$ cat src/design/dao_pkg.sv
// Shared constants for the dual converter output interface
package dao_pkg;
  localparam int unsigned RESULT_W     = 14;
  localparam int unsigned FIFO_DEPTH   = 8;
  localparam logic [13:0] CODE_MAX     = 14'h3fff;
  localparam logic [13:0] CODE_MIN     = 14'h0000;
  localparam logic [13:0] MSB_FLIP     = 14'h2000;
  localparam logic [13:0] RESULT_RST   = 14'h0000;
  // Format select levels after the four-level pin is resolved
  localparam logic [1:0]  FMT_GND      = 2'h0;
  localparam logic [1:0]  FMT_THIRD    = 2'h1;
  localparam logic [1:0]  FMT_TWO_THRD = 2'h2;
  localparam logic [1:0]  FMT_SUPPLY   = 2'h3;
  // Link clock in the bench, ns, and system clock period, ns
  localparam int unsigned SYS_PERIOD_NS = 10;
  localparam int unsigned LINK_PERIOD_NS = 125;
  localparam int unsigned LINK_HALF_CYC =
    (LINK_PERIOD_NS / 2) / SYS_PERIOD_NS;
  typedef enum logic [2:0] {
    DAO_ST_IDLE = 3'b001,
    DAO_ST_LOAD = 3'b010,
    DAO_ST_SHOW = 3'b100
  } dao_state_type;
endpackage

$ cat src/design/dao_top.sv
// Output interface of a dual-channel 14-bit sampling converter
// Notes on behaviour
// - Every powered-up channel is sampled on each rising edge of the conversion clock.
// - A channel whose power-down input is high stops converting.
// - A channel whose power-down input is low converts normally.
// - Channel A presents a parallel 14-bit word, bit 0 least significant.
// - Channel B presents a parallel 14-bit word, bit 0 least significant.
// - Output words change only one system clock after the falling edge of the strobe.
// - The strobe toggles at the conversion clock rate, one period a sample.
// - The format select chooses two's complement or offset binary and DCS.
// - Out-of-range inputs saturate to code 16383 or code 0 in offset binary.
`timescale 1ns/10ps
`default_nettype none
module dao_top #(
  parameter int unsigned WIDTH = dao_pkg::RESULT_W,
  parameter int unsigned DEPTH = dao_pkg::FIFO_DEPTH
) (
  input  wire logic              i_sys_clk,
  input  wire logic              i_rst_b,
  input  wire logic              i_conv_clk,
  input  wire logic [WIDTH-1:0]  i_chan_a_sample,
  input  wire logic              i_chan_a_over,
  input  wire logic              i_chan_a_under,
  input  wire logic [WIDTH-1:0]  i_chan_b_sample,
  input  wire logic              i_chan_b_over,
  input  wire logic              i_chan_b_under,
  input  wire logic              i_chan_a_powerdown,
  input  wire logic              i_chan_b_powerdown,
  input  wire logic [1:0]        i_format_and_duty_select,
  output logic [WIDTH-1:0]       o_chan_a_result_bits,
  output logic [WIDTH-1:0]       o_chan_b_result_bits,
  output logic                   o_output_valid_strobe,
  output logic                   o_chan_a_active,
  output logic                   o_chan_b_active,
  output logic                   o_duty_stab_on,
  output logic                   o_overflow
);
  initial begin
    if (WIDTH != dao_pkg::RESULT_W) begin
      $error("Result width must be 14");
    end
  end

  //****************************************************************
  // Input synchronisers
  //****************************************************************
  logic [4:0]       sy1_ff;
  logic [4:0]       sy2_ff;
  logic [4:0]       nxt_sy1;
  logic [WIDTH-1:0] a_s1_ff;
  logic [WIDTH-1:0] a_s2_ff;
  logic [WIDTH-1:0] b_s1_ff;
  logic [WIDTH-1:0] b_s2_ff;
  logic             clk_d_ff;
  logic             nxt_clk_d;
  logic             clk_rise;
  logic             clk_fall;
  logic             pd_a;
  logic             pd_b;
  logic [1:0]       fmt;

  always_comb begin
    nxt_sy1 = {i_conv_clk, i_chan_a_powerdown, i_chan_b_powerdown,
               i_format_and_duty_select};
    nxt_clk_d = sy2_ff[4];
    clk_rise  = sy2_ff[4] && !clk_d_ff;
    clk_fall  = !sy2_ff[4] && clk_d_ff;
    pd_a      = sy2_ff[3];
    pd_b      = sy2_ff[2];
    fmt       = sy2_ff[1:0];
  end

  always_ff @(posedge i_sys_clk or negedge i_rst_b) begin
    if (!i_rst_b) begin
      sy1_ff   <= '0;
      sy2_ff   <= '0;
      clk_d_ff <= 1'b0;
      a_s1_ff  <= '0;
      a_s2_ff  <= '0;
      b_s1_ff  <= '0;
      b_s2_ff  <= '0;
    end else begin
      sy1_ff   <= nxt_sy1;
      sy2_ff   <= sy1_ff;
      clk_d_ff <= nxt_clk_d;
      a_s1_ff  <= i_chan_a_sample;
      a_s2_ff  <= a_s1_ff;
      b_s1_ff  <= i_chan_b_sample;
      b_s2_ff  <= b_s1_ff;
    end
  end

  // Over/under flags pass the same two stages as the samples
  logic [1:0] ov_s1_ff;
  logic [1:0] ov_s2_ff;
  logic [1:0] un_s1_ff;
  logic [1:0] un_s2_ff;
  always_ff @(posedge i_sys_clk or negedge i_rst_b) begin
    if (!i_rst_b) begin
      ov_s1_ff <= '0;
      ov_s2_ff <= '0;
      un_s1_ff <= '0;
      un_s2_ff <= '0;
    end else begin
      ov_s1_ff <= {i_chan_a_over, i_chan_b_over};
      ov_s2_ff <= ov_s1_ff;
      un_s1_ff <= {i_chan_a_under, i_chan_b_under};
      un_s2_ff <= un_s1_ff;
    end
  end

  //****************************************************************
  // Sampling, saturation and format
  //****************************************************************
  function automatic logic [13:0] dao_code(input logic [13:0] raw,
                                           input logic ovr,
                                           input logic und,
                                           input logic [1:0] f);
    logic [13:0] sat;
    sat = ovr ? dao_pkg::CODE_MAX : (und ? dao_pkg::CODE_MIN : raw);
    // Supply and two-thirds levels select two's complement
    if (f == dao_pkg::FMT_SUPPLY || f == dao_pkg::FMT_TWO_THRD) begin
      return sat ^ dao_pkg::MSB_FLIP;
    end
    return sat;
  endfunction

  logic [2*WIDTH-1:0] word_in;
  logic               push;
  logic               in_ready;
  logic               pop_valid;
  logic               pop;
  logic [2*WIDTH-1:0] pop_data;
  logic [WIDTH-1:0]   a_word;
  logic [WIDTH-1:0]   b_word;
  logic               ovf_ff;
  logic               nxt_ovf;

  always_comb begin
    a_word = pd_a ? dao_pkg::RESULT_RST
                  : dao_code(a_s2_ff, ov_s2_ff[1], un_s2_ff[1], fmt);
    b_word = pd_b ? dao_pkg::RESULT_RST
                  : dao_code(b_s2_ff, ov_s2_ff[0], un_s2_ff[0], fmt);
    word_in = {a_word, b_word};
    push    = clk_rise;
    nxt_ovf = ovf_ff || (push && !in_ready);
  end

  dao_fifo #(
    .WIDTH (2 * WIDTH),
    .DEPTH (DEPTH)
  ) u_fifo (
    .i_sys_clk   (i_sys_clk),
    .i_rst_b     (i_rst_b),
    .i_in_valid  (push),
    .o_in_ready  (in_ready),
    .i_in_data   (word_in),
    .o_out_valid (pop_valid),
    .i_out_ready (pop),
    .o_out_data  (pop_data)
  );

  //****************************************************************
  // Strobe and output words
  //****************************************************************
  dao_pkg::dao_state_type st_ff;
  dao_pkg::dao_state_type nxt_st;
  logic                   strobe_ff;
  logic                   nxt_strobe;
  logic [WIDTH-1:0]       a_out_ff;
  logic [WIDTH-1:0]       b_out_ff;
  logic [WIDTH-1:0]       nxt_a_out;
  logic [WIDTH-1:0]       nxt_b_out;

  always_comb begin
    nxt_st     = st_ff;
    nxt_strobe = strobe_ff;
    nxt_a_out  = a_out_ff;
    nxt_b_out  = b_out_ff;
    pop        = 1'b0;
    // Strobe follows the conversion clock, one period per sample
    if (clk_rise) begin
      nxt_strobe = 1'b1;
    end else if (clk_fall) begin
      nxt_strobe = 1'b0;
    end
    case (st_ff)
      dao_pkg::DAO_ST_IDLE: begin
        if (clk_fall && pop_valid) begin
          nxt_st = dao_pkg::DAO_ST_LOAD;
        end
      end
      dao_pkg::DAO_ST_LOAD: begin
        // Words update one system clock after the strobe falling edge
        pop       = 1'b1;
        nxt_a_out = pop_data[2*WIDTH-1:WIDTH];
        nxt_b_out = pop_data[WIDTH-1:0];
        nxt_st    = dao_pkg::DAO_ST_SHOW;
      end
      dao_pkg::DAO_ST_SHOW: begin
        nxt_st = dao_pkg::DAO_ST_IDLE;
      end
      default: begin
        nxt_st = dao_pkg::DAO_ST_IDLE;
      end
    endcase
  end

  always_ff @(posedge i_sys_clk or negedge i_rst_b) begin
    if (!i_rst_b) begin
      st_ff     <= dao_pkg::DAO_ST_IDLE;
      strobe_ff <= 1'b0;
      a_out_ff  <= dao_pkg::RESULT_RST;
      b_out_ff  <= dao_pkg::RESULT_RST;
      ovf_ff    <= 1'b0;
    end else begin
      st_ff     <= nxt_st;
      strobe_ff <= nxt_strobe;
      a_out_ff  <= nxt_a_out;
      b_out_ff  <= nxt_b_out;
      ovf_ff    <= nxt_ovf;
    end
  end

  always_comb begin
    o_chan_a_result_bits  = a_out_ff;
    o_chan_b_result_bits  = b_out_ff;
    o_output_valid_strobe = strobe_ff;
    o_chan_a_active       = !pd_a;
    o_chan_b_active       = !pd_b;
    o_duty_stab_on        = (fmt == dao_pkg::FMT_TWO_THRD) ||
                            (fmt == dao_pkg::FMT_THIRD);
    o_overflow            = ovf_ff;
  end
endmodule
`default_nettype wire

$ cat src/design/dao_fifo.sv
// Sample FIFO carrying both channel words as one entry
`timescale 1ns/10ps
`default_nettype none
module dao_fifo #(
  parameter int unsigned WIDTH = 28,
  parameter int unsigned DEPTH = 8
) (
  input  wire logic             i_sys_clk,
  input  wire logic             i_rst_b,
  input  wire logic             i_in_valid,
  output logic                  o_in_ready,
  input  wire logic [WIDTH-1:0] i_in_data,
  output logic                  o_out_valid,
  input  wire logic             i_out_ready,
  output logic [WIDTH-1:0]      o_out_data
);
  localparam int unsigned AW = $clog2(DEPTH);
  initial begin
    if (DEPTH < 2 || (1 << AW) != DEPTH) begin
      $error("FIFO depth must be a power of two, at least 2");
    end
  end
  logic [WIDTH-1:0] mem_ff [DEPTH];
  logic [AW:0]      wr_ff;
  logic [AW:0]      rd_ff;
  logic [AW:0]      nxt_wr;
  logic [AW:0]      nxt_rd;
  logic             do_wr;
  logic             do_rd;
  logic             full;
  logic             empty;

  always_comb begin
    empty       = (wr_ff == rd_ff);
    full        = (wr_ff[AW-1:0] == rd_ff[AW-1:0]) &&
                  (wr_ff[AW] != rd_ff[AW]);
    o_in_ready  = !full;
    o_out_valid = !empty;
    do_wr       = i_in_valid && !full;
    do_rd       = i_out_ready && !empty;
    nxt_wr      = do_wr ? wr_ff + 1'b1 : wr_ff;
    nxt_rd      = do_rd ? rd_ff + 1'b1 : rd_ff;
    o_out_data  = mem_ff[rd_ff[AW-1:0]];
  end

  always_ff @(posedge i_sys_clk or negedge i_rst_b) begin
    if (!i_rst_b) begin
      wr_ff <= '0;
      rd_ff <= '0;
    end else begin
      wr_ff <= nxt_wr;
      rd_ff <= nxt_rd;
    end
  end

  always_ff @(posedge i_sys_clk) begin
    if (do_wr) begin
      mem_ff[wr_ff[AW-1:0]] <= i_in_data;
    end
  end
endmodule
`default_nettype wire

$ cat config.mk
export PLATFORM = sky130hd
export DESIGN_NAME = dao_top
export DESIGN_NICKNAME = d
export VERILOG_FILES = /design/src/design/dao_pkg.sv /design/src/design/dao_top.sv /design/src/design/dao_fifo.sv
export SDC_FILE = /design/constraint.sdc
export NUM_CORES = 1
export LEC_CHECK = 0
export BUFFER_PORTS_ARGS = -buffer_cell sky130_fd_sc_hd__buf_2
export CAP_MARGIN = 20
export CORE_UTILIZATION = 40
export CTS_CLUSTER_DIAMETER = 100
export DETAILED_ROUTE_END_ITERATION = 7
export MAX_ROUTING_LAYER = met4
export PLACE_DENSITY = 0.63
export SETUP_SLACK_MARGIN = 0.3
export SYNTH_ARGS = -nofsm -noshare
export SYNTH_HDL_FRONTEND = slang
export SYNTH_HIERARCHICAL = 1
export SYNTH_SLANG_ARGS = --single-unit
$ cat constraint.sdc
create_clock -name i_sys_clk -period 4.6 [get_ports i_sys_clk]
set_clock_uncertainty 0.1 [all_clocks]
set_input_delay 1.15 -clock i_sys_clk [delete_from_list [all_inputs] [get_ports i_sys_clk]]
set_output_delay 1.15 -clock i_sys_clk [all_outputs]
set_load 0.01 [all_outputs]
[After elaboration in Yosys (flattened, before gate mapping)]
Memories as Yosys holds them, arrays and structs flattened. A register that Yosys moved wholly into a read port is not among the register bits.
Cells that the tools add are included.
Widths: inputs -> output; s select.
Operators by class
  equality and inequality tests: 9
  bitwise gates (word level): 2
  add/subtract/negate cells: 2
  reduce and logical (&&, ||, !) cells: 18
  multiplexer cells: 18
Operator list (number)
  $mux 14: 10
  $add 4x1->4 const B: 2
  $logic_and 1x1->1: 7
  $logic_not 1->1: 7
  $mux 1: 6
  $pmux 3 s2: 1
  $eq 2x2->1 const B: 2
  $eq 4x4->1: 1
  $eq 3x1->1 const B: 1
  $eq 3x2->1 const B: 1
  $eq 3x3->1: 1
  $logic_or 1x1->1: 3
  $mux 3: 1
  $eq 2x1->1 const B: 1
  $ne 2x2->1 const B: 1
  $not 1->1: 2
  $reduce_bool 2->1: 1
  $ne 1x1->1: 1
Word-level totals
  output and inout bits: 33
  bits in registers: 88
  bits of input ports: 39
  memories: 1
  word-level logic and storage cells: 66
  memory bits (writable): 224
Memories
  u_fifo.mem_ff: words 8, bits a word 28, rd ports 1, clocked after Yosys merged registers in 1, wr ports 1, line dao_fifo.sv:23  | logic [WIDTH-1:0] mem_ff [DEPTH];

[Logic depth before layout (Yosys ltp)]
Gate-level depths: netlist of the first run.
  word-level depth: 6
  mapped depth: 7
  depth with buffers taken out: 5

[By module]
The synthesis of the first run kept the hierarchy.
By module, submodules not included
  dao_fifo: area each 9027.4 sq um, sequential area each 6926.6 sq um, times used 1, cells each 387
  dao_top: area each 3537.1 sq um, sequential area each 2703.8 sq um, times used 1, cells each 227

[Worst setup path before layout of the first run]
No wires, ideal clock.
  kind: register to register
  start: register u_fifo.wr_ff[0]
  end: memory u_fifo.mem_ff[4][0] (enable)
  period minus slack after synthesis: 4.373 ns
  setup time: 0.484 ns
  cell stages (with the launch flop): 5
  path buffers: 1
  required time: 4.016 ns
  arrival: 3.789 ns
  setup slack: 0.227 ns
  cells stage by stage: dfrtp_1 > buf_2 > xor2_1 > nor4_1 > nor4_1
Between the ends
  cells in the longest elaborated chain, start to end: 6
RTL lines
  start: declaration: line dao_fifo.sv:24  | logic [AW:0] wr_ff;
  start signal: assignment: line dao_fifo.sv:51  | wr_ff <= nxt_wr;
  $eq 3x3->1: line dao_fifo.sv:35  | full = (wr_ff[AW-1:0] == rd_ff[AW-1:0]) &&
  $logic_and 1x1->1: line dao_fifo.sv:35
  $logic_not 1->1
  $logic_and 1x1->1: line dao_fifo.sv:39  | do_wr = i_in_valid && !full;
  $mux 1: line dao_fifo.sv:57  | if (do_wr) begin
  $mux 1 (not written as such): line dao_fifo.sv:58  | mem_ff[wr_ff[AW-1:0]] <= i_in_data;
  end: declaration: line dao_fifo.sv:23
Several ways; a longest one is shown, not always the timed one.

[Worst setup path in the final report of the first run]
  start: register u_fifo.rd_ff[0]
  end: memory u_fifo.mem_ff[1][25] (enable)
Between the ends
  cells in the longest elaborated chain, start to end: 6
RTL lines
  start: declaration: line dao_fifo.sv:25  | logic [AW:0] rd_ff;
  start signal: assignment: line dao_fifo.sv:52  | rd_ff <= nxt_rd;
  $eq 3x3->1: line dao_fifo.sv:35
  $logic_and 1x1->1: line dao_fifo.sv:35
  $logic_not 1->1
  $logic_and 1x1->1: line dao_fifo.sv:39
  $mux 1: line dao_fifo.sv:57
  $mux 1 (not written as such): line dao_fifo.sv:58
Every way passes these cells.

==> results.tsv, run 1 <==
stage	metric	value	unit
synth	yosysWarnings	6	
global_routing	antenna_found_initial	0	
floorplanning	coreArea	30750	µm²
timing	slew_headroom	0.3163	
final_layout	regArea	9635	µm²
setup_path	path_class	reg -> reg	
clocking	clockBufferDepth	3	
pwr	power-per-cell-area	575.4	nW/µm²
placed_design	dpl.hpwl	13380	µm
global_routing	grt_pass1_vias	6070	
routing	via_per_inst	5.117	
synth	yosysSeqAreaShare	0.7665	
pwr	p_leak	5.348	nW
synth	synth_edf_count	224	
routing	remaining_drc_errors	8	
run_status	violations	design-rule violations	
synth	ys_seq_elements	340	
synth	synth_ff_type	edfxtp_1	
placed_design	post-place-ws	1.340	ns
pwr	max-vdd-ir-drop	0.3176	mV
clocking	numCtsBuffers	36	
hold_path	hp-class	reg -> reg	
placed_design	dp.cells	1065	
clocking	cts_resized	0	
clocking	cts_tree	yes	
routing	ant_nets	0	
routing	vias	5793	
synth	syn_area	12560	µm²
floorplanning	die_w	179.2	µm
clocking	clk_pin_slew	0.06	ns
synth	synth_cells	614	
final_layout	diodes	0	
floorplanning	die_h	179.2	µm
timing	period_needed	3.114	ns
setup_path	crit_path_start_kind	register	
routing	routed_wl	22430	µm
timing	maxSlewViolCount	0	
final_layout	multi_input_area	2748	µm²
floorplanning	dieArea	32120	µm²
timing	fin_crit_sh	0.6770	
routing	routedWlPerCell	19.82	µm
timing	setup_tns	0	ns
synth	yosysTopAreaCellShare	0.5354	
synth	synth_most_common_cell	edfxtp_1	
timing	setup-violations-final	0	
placed_design	port_buffers	71	
clocking	cts.htree.levels	2	
synth	avgSynthCellArea	20.46	µm²
synth	synth_commonest_cells	edfxtp_1 (224), dfrtp_1 (115), mux4_2 (56)	
floorplanning	io_pins	72	
final_layout	final_layout_size_suffix_gt1_frac	0.3668	
final_layout	fillers	2572	
clocking	cts_setup_buffers	0	
clocking	cts_sinks	340	
final_layout	stdcell_count	1132	
flow_run	cap_violations	0	
timing	grt_setup_unrepaired	false	
synth	synth_area_leaders	edfxtp_1 (54%), dfrtp_1 (23%), mux4_2 (10%)	
setup_path	crit_required	4.68	ns
setup_path	crit_fanout	25	
setup_path	critPathArrivalTime	3.20	ns
synth	async_flop_share	0.3412	
synth	yosys.cell_types.count	38	
routing	drt_iter0_markers	303	
synth	synth_fp_nets	659	
global_routing	grt_use_total	0.1503	
run_status	status	finished, violations left	
timing	max_freq	0.3211	GHz
routing	first_pass_iters	6	
timing	hold_viol	0	
global_routing	grt_pass1_wl	34920	µm
clocking	cts_root_buf	clkbuf_16	
timing	worst_pin_slew	1.025	ns
floorplanning	rows	64	
floorplanning	start_util	0.4086	
placed_design	gp_congestion	0.7092	
final_layout	nets	754	
clocking	cts_hold_buf	0	
final_layout	area_growth	15.96	%
clocking	clock_latency	0.51	ns
global_routing	grt_start_max_net_pins	117	
timing	worst_slack	1.486	ns
setup_path	cp-end-kind	register	
synth	synth_area_leader_cell	edfxtp_1	
global_routing	grt_overflow_total	0	
## worst max-delay path, stage by stage, from the launching register on
cell and delay, ns:
dfrtp_4 0.75, xor2_1 0.42, o41ai_1 0.15, clkbuf_2 0.18
nor2_2 0.81, buf_4 0.39
## layout by cell type, fill, tap and decap left out, types with 3 or more instances in the layout
master      netlist  layout
a21oi_1          28      28
xor2_1            6       6
nor2_1           34      30
mux2_4           16      16
buf_4             1      13
edfxtp_1        224     224
mux4_2           56      56
nand2_1           5       5
buf_2            12      71
clkbuf_1         11       8
nor2_2            1       4
inv_1            11      11
mux2_2           43      43
clkinv_2          0       4
nor2b_1           3       3
clkinvlp_4        0       3
clkinv_1          0       4
dfrtp_1         115     113
ha_1              6       6
nor3_2            0       3
xnor2_1           6       6
clkbuf_16         0      38
## report_power, final
group / switching, W / internal (W) / total, W / leakage (nW)
combinational: 0.000829 / 0.000896 / 0.00172 / 1.35
clock: 0.00113 / 0.00166 / 0.00279 / 0.560
sequential: 0.000231 / 0.00364 / 0.00387 / 3.43
## cell families after synthesis
family	synth area share
buffers and inverters	0.01842
DFF	0.7665
adders and majority gates	0.005975
xor gates and xnor gates	0.008365
AOI/OAI and AO/OA	0.02071
muxes	0.1580
and+or+nand+nor	0.02201
## sequential cells by signal, indices dropped and copies added (netlist names)
signal and cells:
u_fifo/wr_ff 4, ov_s2_ff 2, o_chan_a_result_bits 14, a_s1_ff 14
o_output_valid_strobe 1, u_fifo/mem_ff 224, b_s2_ff 14, o_chan_b_result_bits 14
st_ff 3, un_s1_ff 2, o_overflow 1, sy2_ff 5
a_s2_ff 14, sy1_ff 5, clk_d_ff 1, ov_s1_ff 2
u_fifo/rd_ff 4, b_s1_ff 14, un_s2_ff 2
## metal layers
layer | GRT usage | up-vias | wire length (µm)
li1 | - | 2574 | -
met1 | 0.2018 | 3045 | 9925
met2 | 0.2360 | 125 | 11110
met3 | 0.02481 | 49 | 923
met4 | 0.04587 | 0 | 476
met5 | - | - | 0
## worst paths after layout
kind / to / startpoint / slack [ns] / cells past startpoint
worst max-delay path: u_fifo/mem_ff[1][25] / u_fifo/rd_ff[0] / 1.49 / 5
worst min-delay path: a_s2_ff[6] / a_s1_ff[6] / 0.24 / 0
worst max register to register: u_fifo/mem_ff[1][25] / u_fifo/rd_ff[0] / 1.49 / 5
worst min register to register: a_s2_ff[6] / a_s1_ff[6] / 0.24 / 0
max in group asynchronous: u_fifo/rd_ff[0] / i_rst_b / 3.29 / 2
min in group asynchronous: o_chan_b_result_bits[9] / i_rst_b / 0.64 / 2
## stage by stage
step	hold slack (ns)	util	cell area [µm²]	power (W)
4_1_cts	0.2405	0.4735	14560	0.008496
2_1_floorplan	0.2312	-	12570	0.005189
5_1_grt	0.2510	0.4738	14570	0.008773
3_5_place_dp	0.2347	0.4358	13400	0.005685
6_report	0.2370	0.4738	14570	0.008384
3_3_place_gp	0.2326	0.4354	13390	0.005636
## area by class of cell
class	instances	share of cell area
Tap cell	396	0.03401
Clock buffer	48	0.06921
Clock inverter	17	0.01048
Sequential cell	340	0.6613
Timing Repair Buffer	87	0.03358
Inverter	11	0.002834
Multi-Input combinational cell	233	0.1886
(Power assumes the default switching activity.)
==> inputs of run 2 (changes only) <==
- ABC_AREA: default -> 1
- clock period: 4.6 -> 2.6 ns (I/O delays scaled with it)
==> results.tsv, run 2 <==
stage	metric	value	unit
run_status	status	finished clean	
synth	synth_area_leaders	edfxtp_1 (53%), dfrtp_1 (22%), nand2_1 (6.7%)	
final_layout	nets	1131	
floorplanning	rows	65	
routing	ant_nets	0	
setup_path	critPathArrivalTime	1.35	ns
synth	synth_fp_nets	1057	
pwr	p_switching	0.004287	W
global_routing	antenna_found_initial	0	
placed_design	postPlaceCellArea	13510	µm²
timing	maxSlewViolCount	0	
setup_path	path_class	reg -> out	
timing	slew_headroom	0.4585	
pwr	switching_share	0.2945	
pwr	power-per-cell-area	993.0	nW/µm²
setup_path	reg2reg_from	u_fifo/wr_ff[1]	
setup_path	crit_buf_inv	2	
routing	via_per_inst	5.015	
global_routing	grt_start_max_net_pins	117	
clocking	clockBufferDepth	3	
final_layout	area_growth	14.48	%
setup_path	timing.critical_path.max_delay_family	flip-flops	
flow_run	cap_violations	0	
floorplanning	die_w	180.9	µm
synth	synth_edf_count	224	
timing	setup_tns	0	ns
synth	synth_ff_type	edfxtp_1	
pwr	power_frac_seq	0.452	
clocking	cts_resized	1	
timing	setup-violations-final	0	
timing	hold_viol	0	
floorplanning	die_h	180.9	µm
final_layout	final_cell_mix	nand2_1 (230), edfxtp_1 (224), nor2_1 (119), dfrtp_1 (113), o21ai_0 (91)	
setup_path	crit_required	1.85	ns
pwr	combPwrFrac	0.211	
setup_path	cp.depth	2	
setup_path	r2r-end	u_fifo/mem_ff[2][8]	
timing	worst_pin_slew	0.8122	ns
timing	fin_crit_sh	0.8089	
final_layout	largest_reg_flops	224	
setup_path	r2r_slack	0.58	ns
placed_design	port_buffers	71	
synth	synth_area_leader_cell	edfxtp_1	
setup_path	path_cells	inv_1, buf_2	
global_routing	grt_pass1_vias	7490	
final_layout	finalInstanceArea	14660	µm²
routing	remaining_drc_errors	0	
routing	routed_wl	25730	µm
clocking	cts.htree.levels	2	
pwr	p_int	0.01027	W
placed_design	dpl.hpwl	14270	µm
routing	drt_iter0_markers	547	
floorplanning	io_pins	72	
clocking	cts_tree	yes	
routing	first_pass_iters	5	
synth	syn_area	12800	µm²
timing	max_freq	0.4755	GHz
floorplanning	start_util	0.4058	
setup_path	cp-end-kind	primary output	
synth	yosysTopAreaCellShare	0.5253	
synth	synth_commonest_cells	nand2_1 (230), edfxtp_1 (224), nor2_1 (126)	
setup_path	startpoint	sy2_ff[3]	
clocking	cts_root_buf	clkbuf_16	
synth	ys_seq_elements	340	
routing	vias	7587	
hold_path	hp-class	in -> async	
pwr	p_leak	5.820	nW
routing	routedWlPerCell	17.01	µm
clocking	clk_pin_slew	0.06	ns
global_routing	grt_pass1_wl	41240	µm
timing	grt_setup_unrepaired	false	
final_layout	diodes	0	
synth	yosysSeqAreaShare	0.7521	
global_routing	grt_use_total	0.1670	
placed_design	gp_congestion	0.8292	
global_routing	grt_overflow_total	0	
synth	yosys.cell_types.count	30	
clocking	numCtsBuffers	34	
setup_path	cp_slowest_cell	dfrtp_1	
synth	avgSynthCellArea	12.65	µm²
setup_path	worstRegToRegCells	7	
setup_path	cpPeakStageDelay	0.56	ns
setup_path	crit_fanout	14	
setup_path	cp-endpoint	o_chan_a_active	
synth	async_flop_share	0.3412	
clocking	cts_sinks	340	
final_layout	layout_commonest_cell	nand2_1	
pwr	max-vdd-ir-drop	0.5397	mV
setup_path	crit_path_start_kind	register	
final_layout	final_layout_size_suffix_gt1_frac	0.1593	
clocking	cts_hold_buf	0	
clocking	clock_latency	0.51	ns
synth	synth_most_common_cell	nand2_1	
floorplanning	coreArea	31560	µm²
synth	yosysWarnings	6	
synth	synth_cells	1012	
pwr	p_clk_frac	0.337	
floorplanning	dieArea	32730	µm²
timing	period_needed	2.103	ns
clocking	cts_setup_buffers	0	
## run 2: cell families (layout without fill, tap and decap cells)
kind of cell	count (synthesis)	after routing	share of synthesized area
and+or+nand+nor	381	381	0.1176
adders and majority gates	6	6	0.005863
DFF	340	340	0.7521
xor gates and xnor gates	3	3	0.002052
buffers and inverters	83	182	0.03860
AOI/OAI and AO/OA	199	199	0.08374
## run 2: per-stage QoR
step | util | setup WS (ns) | instances | total power (W) | hold slack, ns
final | 0.4646 | 0.4970 | 1513 | 0.01456 | 0.1335
after detailed placement | 0.4282 | 0.5853 | 1452 | 0.009769 | 0.2347
after floorplan | - | -0.08955 | 1012 | 0.008960 | 0.2312
after global placement | 0.4282 | 0.6261 | 1452 | 0.009733 | 0.2325
after global routing | 0.4646 | 0.3858 | 1513 | 0.01533 | 0.1299
after CTS | 0.4646 | 0.4662 | 1513 | 0.01470 | 0.1235
## run 2: power groups by stage
stage	Sequential [W]	Combinational, W	Clock [W]
after global placement	0.00668	0.00305	0
after detailed placement	0.00669	0.00308	0
final	0.00657	0.00307	0.00491
after floorplan	0.00671	0.00225	0
after global routing	0.00664	0.00347	0.00523
after CTS	0.00658	0.00309	0.00502
## run 2: final cells by class
class                           instances  area (µm²)
Clock buffer                           50        1041
Tap cell                              402       503.0
Sequential cell                       340        9633
Timing Repair Buffer                   95       575.6
Inverter                               26       103.9
Clock inverter                         11       105.1
Fill cell                            2860       16900
Multi-Input combinational cell        589        2698
## run 2: metal layers
metal  vias up  global-route usage  wire length (µm)
li1       3649                   -                 -
met1      3713              0.2264             11900
met2       183              0.2639             12100
met3        42             0.02117              1212
met4         0             0.04991               521
met5         -                   -                 0
## run 2: worst min path at each step
| stage | from | endpoint | slack [ns] |
|---|---|---|---|
| finish | i_rst_b | b_s1_ff[8] | 0.13 |
| global route | i_chan_b_sample[5] | b_s1_ff[5] | 0.13 |
| CTS | i_chan_b_sample[10] | b_s1_ff[10] | 0.12 |
| detailed placement | a_s1_ff[12] | a_s2_ff[12] | 0.23 |
| global placement | sy1_ff[1] | sy2_ff[1] | 0.23 |
| floorplan | a_s1_ff[0] | a_s2_ff[0] | 0.23 |
## run 2: worst register-to-register path: stages, from the launching register on
cell and delay [ns]:
dfrtp_1 0.46, inv_1 0.12, nand2_2 0.11, nand2_2 0.07, nand4_4 0.15, nand3_2 0.15
nor2_2 0.11, buf_4 0.38
==> inputs of run 3 (changes only) <==
- clock period: 2.6 -> 1.8 ns (I/O delays scaled with it)
==> results.tsv, run 3 (synthesized netlist as in run 2, its figures left out) <==
stage	metric	value	unit
setup_path	crit_required	1.25	ns
pwr	power_frac_seq	0.349	
setup_path	path_class	reg -> out	
timing	whs	0.2461	ns
hold_path	min_to	un_s2_ff[0]	
routing	routedWlPerCell	21.32	µm
timing	grt_setup_unrepaired	true	
timing	maxSlewViolCount	0	
timing	worst_pin_slew	0.4440	ns
setup_path	path_cells	ha_1, inv_1, buf_2	
final_layout	final_layout_size_suffix_gt1_frac	0.3316	
routing	drt_iter0_markers	981	
clocking	numCtsBuffers	36	
final_layout	nets	1344	
floorplanning	die_w	180.9	µm
setup_path	r2r-end	u_fifo/mem_ff[5][11]	
global_routing	grt_start_max_net_pins	71	
final_layout	largest_reg_flops	224	
pwr	power-per-cell-area	1491	nW/µm²
clocking	cts.htree.levels	2	
run_status	status	finished, violations left	
routing	routed_wl	36860	µm
hold_path	hp-class	reg -> reg	
timing	hold_viol	0	
pwr	switching_share	0.3099	
clocking	cts_sinks	340	
setup_path	crit_path_start_kind	register	
hold_path	hold-path-cell-count	0	
global_routing	grt_pass1_wl	51760	µm
clocking	clk_pin_slew	0.06	ns
clocking	cts_root_buf	clkbuf_16	
pwr	p_clk_frac	0.291	
run_status	violations	negative setup slack	
global_routing	grt_overflow_total	0	
floorplanning	dieArea	32730	µm²
clocking	clockBufferDepth	3	
pwr	p_switching	0.008426	W
routing	via_per_inst	5.296	
routing	vias	9156	
pwr	combPwrFrac	0.361	
timing	setup_tns	-8.479	ns
final_layout	diodes	0	
routing	remaining_drc_errors	0	
timing	max_freq	0.5244	GHz
hold_path	min_from	un_s1_ff[0]	
final_layout	final_cell_mix	edfxtp_1 (224), nand2_1 (220), dfrtp_1 (112), nor2_1 (99), buf_4 (94)	
setup_path	cpPeakStageDelay	0.38	ns
timing	period_needed	1.907	ns
setup_path	reg2reg_from	u_fifo/rd_ff[3]	
placed_design	port_buffers	71	
setup_path	crit_fanout	2	
setup_path	cp_slowest_cell	dfrtp_1	
floorplanning	io_pins	72	
routing	ant_nets	0	
global_routing	grt_use_total	0.2168	
floorplanning	die_h	180.9	µm
final_layout	area_growth	42.41	%
timing	setup-violations-final	172	
floorplanning	coreArea	31560	µm²
timing	worst_slack	-0.1071	ns
pwr	p_leak	7.437	nW
setup_path	cp-end-kind	primary output	
pwr	max-vdd-ir-drop	0.8779	mV
setup_path	r2r_slack	-0.10	ns
final_layout	utilization	0.5779	
floorplanning	start_util	0.4058	
flow_run	cap_violations	0	
setup_path	worstRegToRegCells	10	
clocking	clock_latency	0.52	ns
floorplanning	rows	65	
global_routing	antenna_found_initial	0	
routing	first_pass_iters	6	
placed_design	dpl.hpwl	15380	µm
pwr	p_int	0.01876	W
placed_design	gp_congestion	0.7888	
timing	slew_headroom	0.7040	
setup_path	critPathArrivalTime	1.36	ns
global_routing	grt_pass1_vias	8981	
clocking	cts_tree	yes	
timing	fin_crit_sh	1.060	
final_layout	layout_commonest_cell	edfxtp_1	
==> run 3: cell count changes in the layout (fill, tap and decap cells not counted), moves of 13 or more <==
cell	delta
o21ai_1	+22
buf_16	+30
o21ai_2	+24
buf_4	+72
dlygate4sd3_1	+38
buf_6	+36
buf_12	+25
nor2_1	-20
o21ai_0	-52
clkbuf_16	+13
==> run 3: worst max-delay path, delay by kind of cell (launching register included) <==
family	cells	cell delay (ns)
flip-flops	1	0.38
adder cells (fa/ha/maj)	1	0.30
buffers and inverters	2	0.16
==> run 3: power by group through the flow <==
stage | clock network, W | logic [W] | registers (W)
global placement | 0 | 0.00478 | 0.00959
floorplan | 0 | 0.00331 | 0.00969
global route | 0.00835 | 0.0103 | 0.00954
finish | 0.00791 | 0.00980 | 0.00948
detailed placement | 0 | 0.00485 | 0.00960
CTS | 0.00790 | 0.00860 | 0.00944
==> run 3: how the worst max path moves through the flow <==
stage | start | end | slack [ns] | depth (start not counted)
5_1_grt | sy2_ff[0] | o_duty_stab_on | -0.16 | 4
6_report | sy2_ff[1] | o_duty_stab_on | -0.11 | 3
3_5_place_dp | u_fifo/rd_ff[0] | u_fifo/mem_ff[4][18] | 0.02 | 8
3_3_place_gp | u_fifo/rd_ff[0] | u_fifo/mem_ff[2][10] | 0.03 | 8
4_1_cts | sy2_ff[1] | o_duty_stab_on | -0.12 | 3
2_1_floorplan | u_fifo/rd_ff[0] | u_fifo/mem_ff[4][0] | -0.16 | 8
==> run 3: metrics by stage <==
step / worst slack [ns] / total power (W) / std cells / cell area (µm²)
2_1_floorplan: -0.1612 / 0.01300 / 1012 / 12870
3_3_place_gp: 0.03092 / 0.01436 / 1497 / 14050
3_5_place_dp: 0.01693 / 0.01445 / 1497 / 14050
4_1_cts: -0.1201 / 0.02593 / 1690 / 17400
5_1_grt: -0.1650 / 0.02817 / 1729 / 18240
6_report: -0.1071 / 0.02719 / 1729 / 18240
==> run 3: layout make-up <==
class	instances	area, µm²
repair buffers	306	3633
well taps	402	503.0
clock inverters	11	148.9
multi-input cells	589	3059
flip-flops and latches	340	9634
fillers	2307	13320
clock buffers	55	1141
inverters	26	115.1
==> run 3: metal layers <==
metal	global-route usage	up-vias	wire, µm
met3	0.03528	96	3496
met2	0.3442	532	17430
li1	-	4106	-
met1	0.2810	4422	14470
met4	0.08137	0	1470
met5	-	-	0
==> run 3: timing repair <==
action	CTS	global route
buffers inserted	57	26
resized for setup	151	90
cloned	32	13
hold endpoints to repair	152	0
setup endpoints to repair	313	405
pin swaps	44	27
hold buffers	38	0
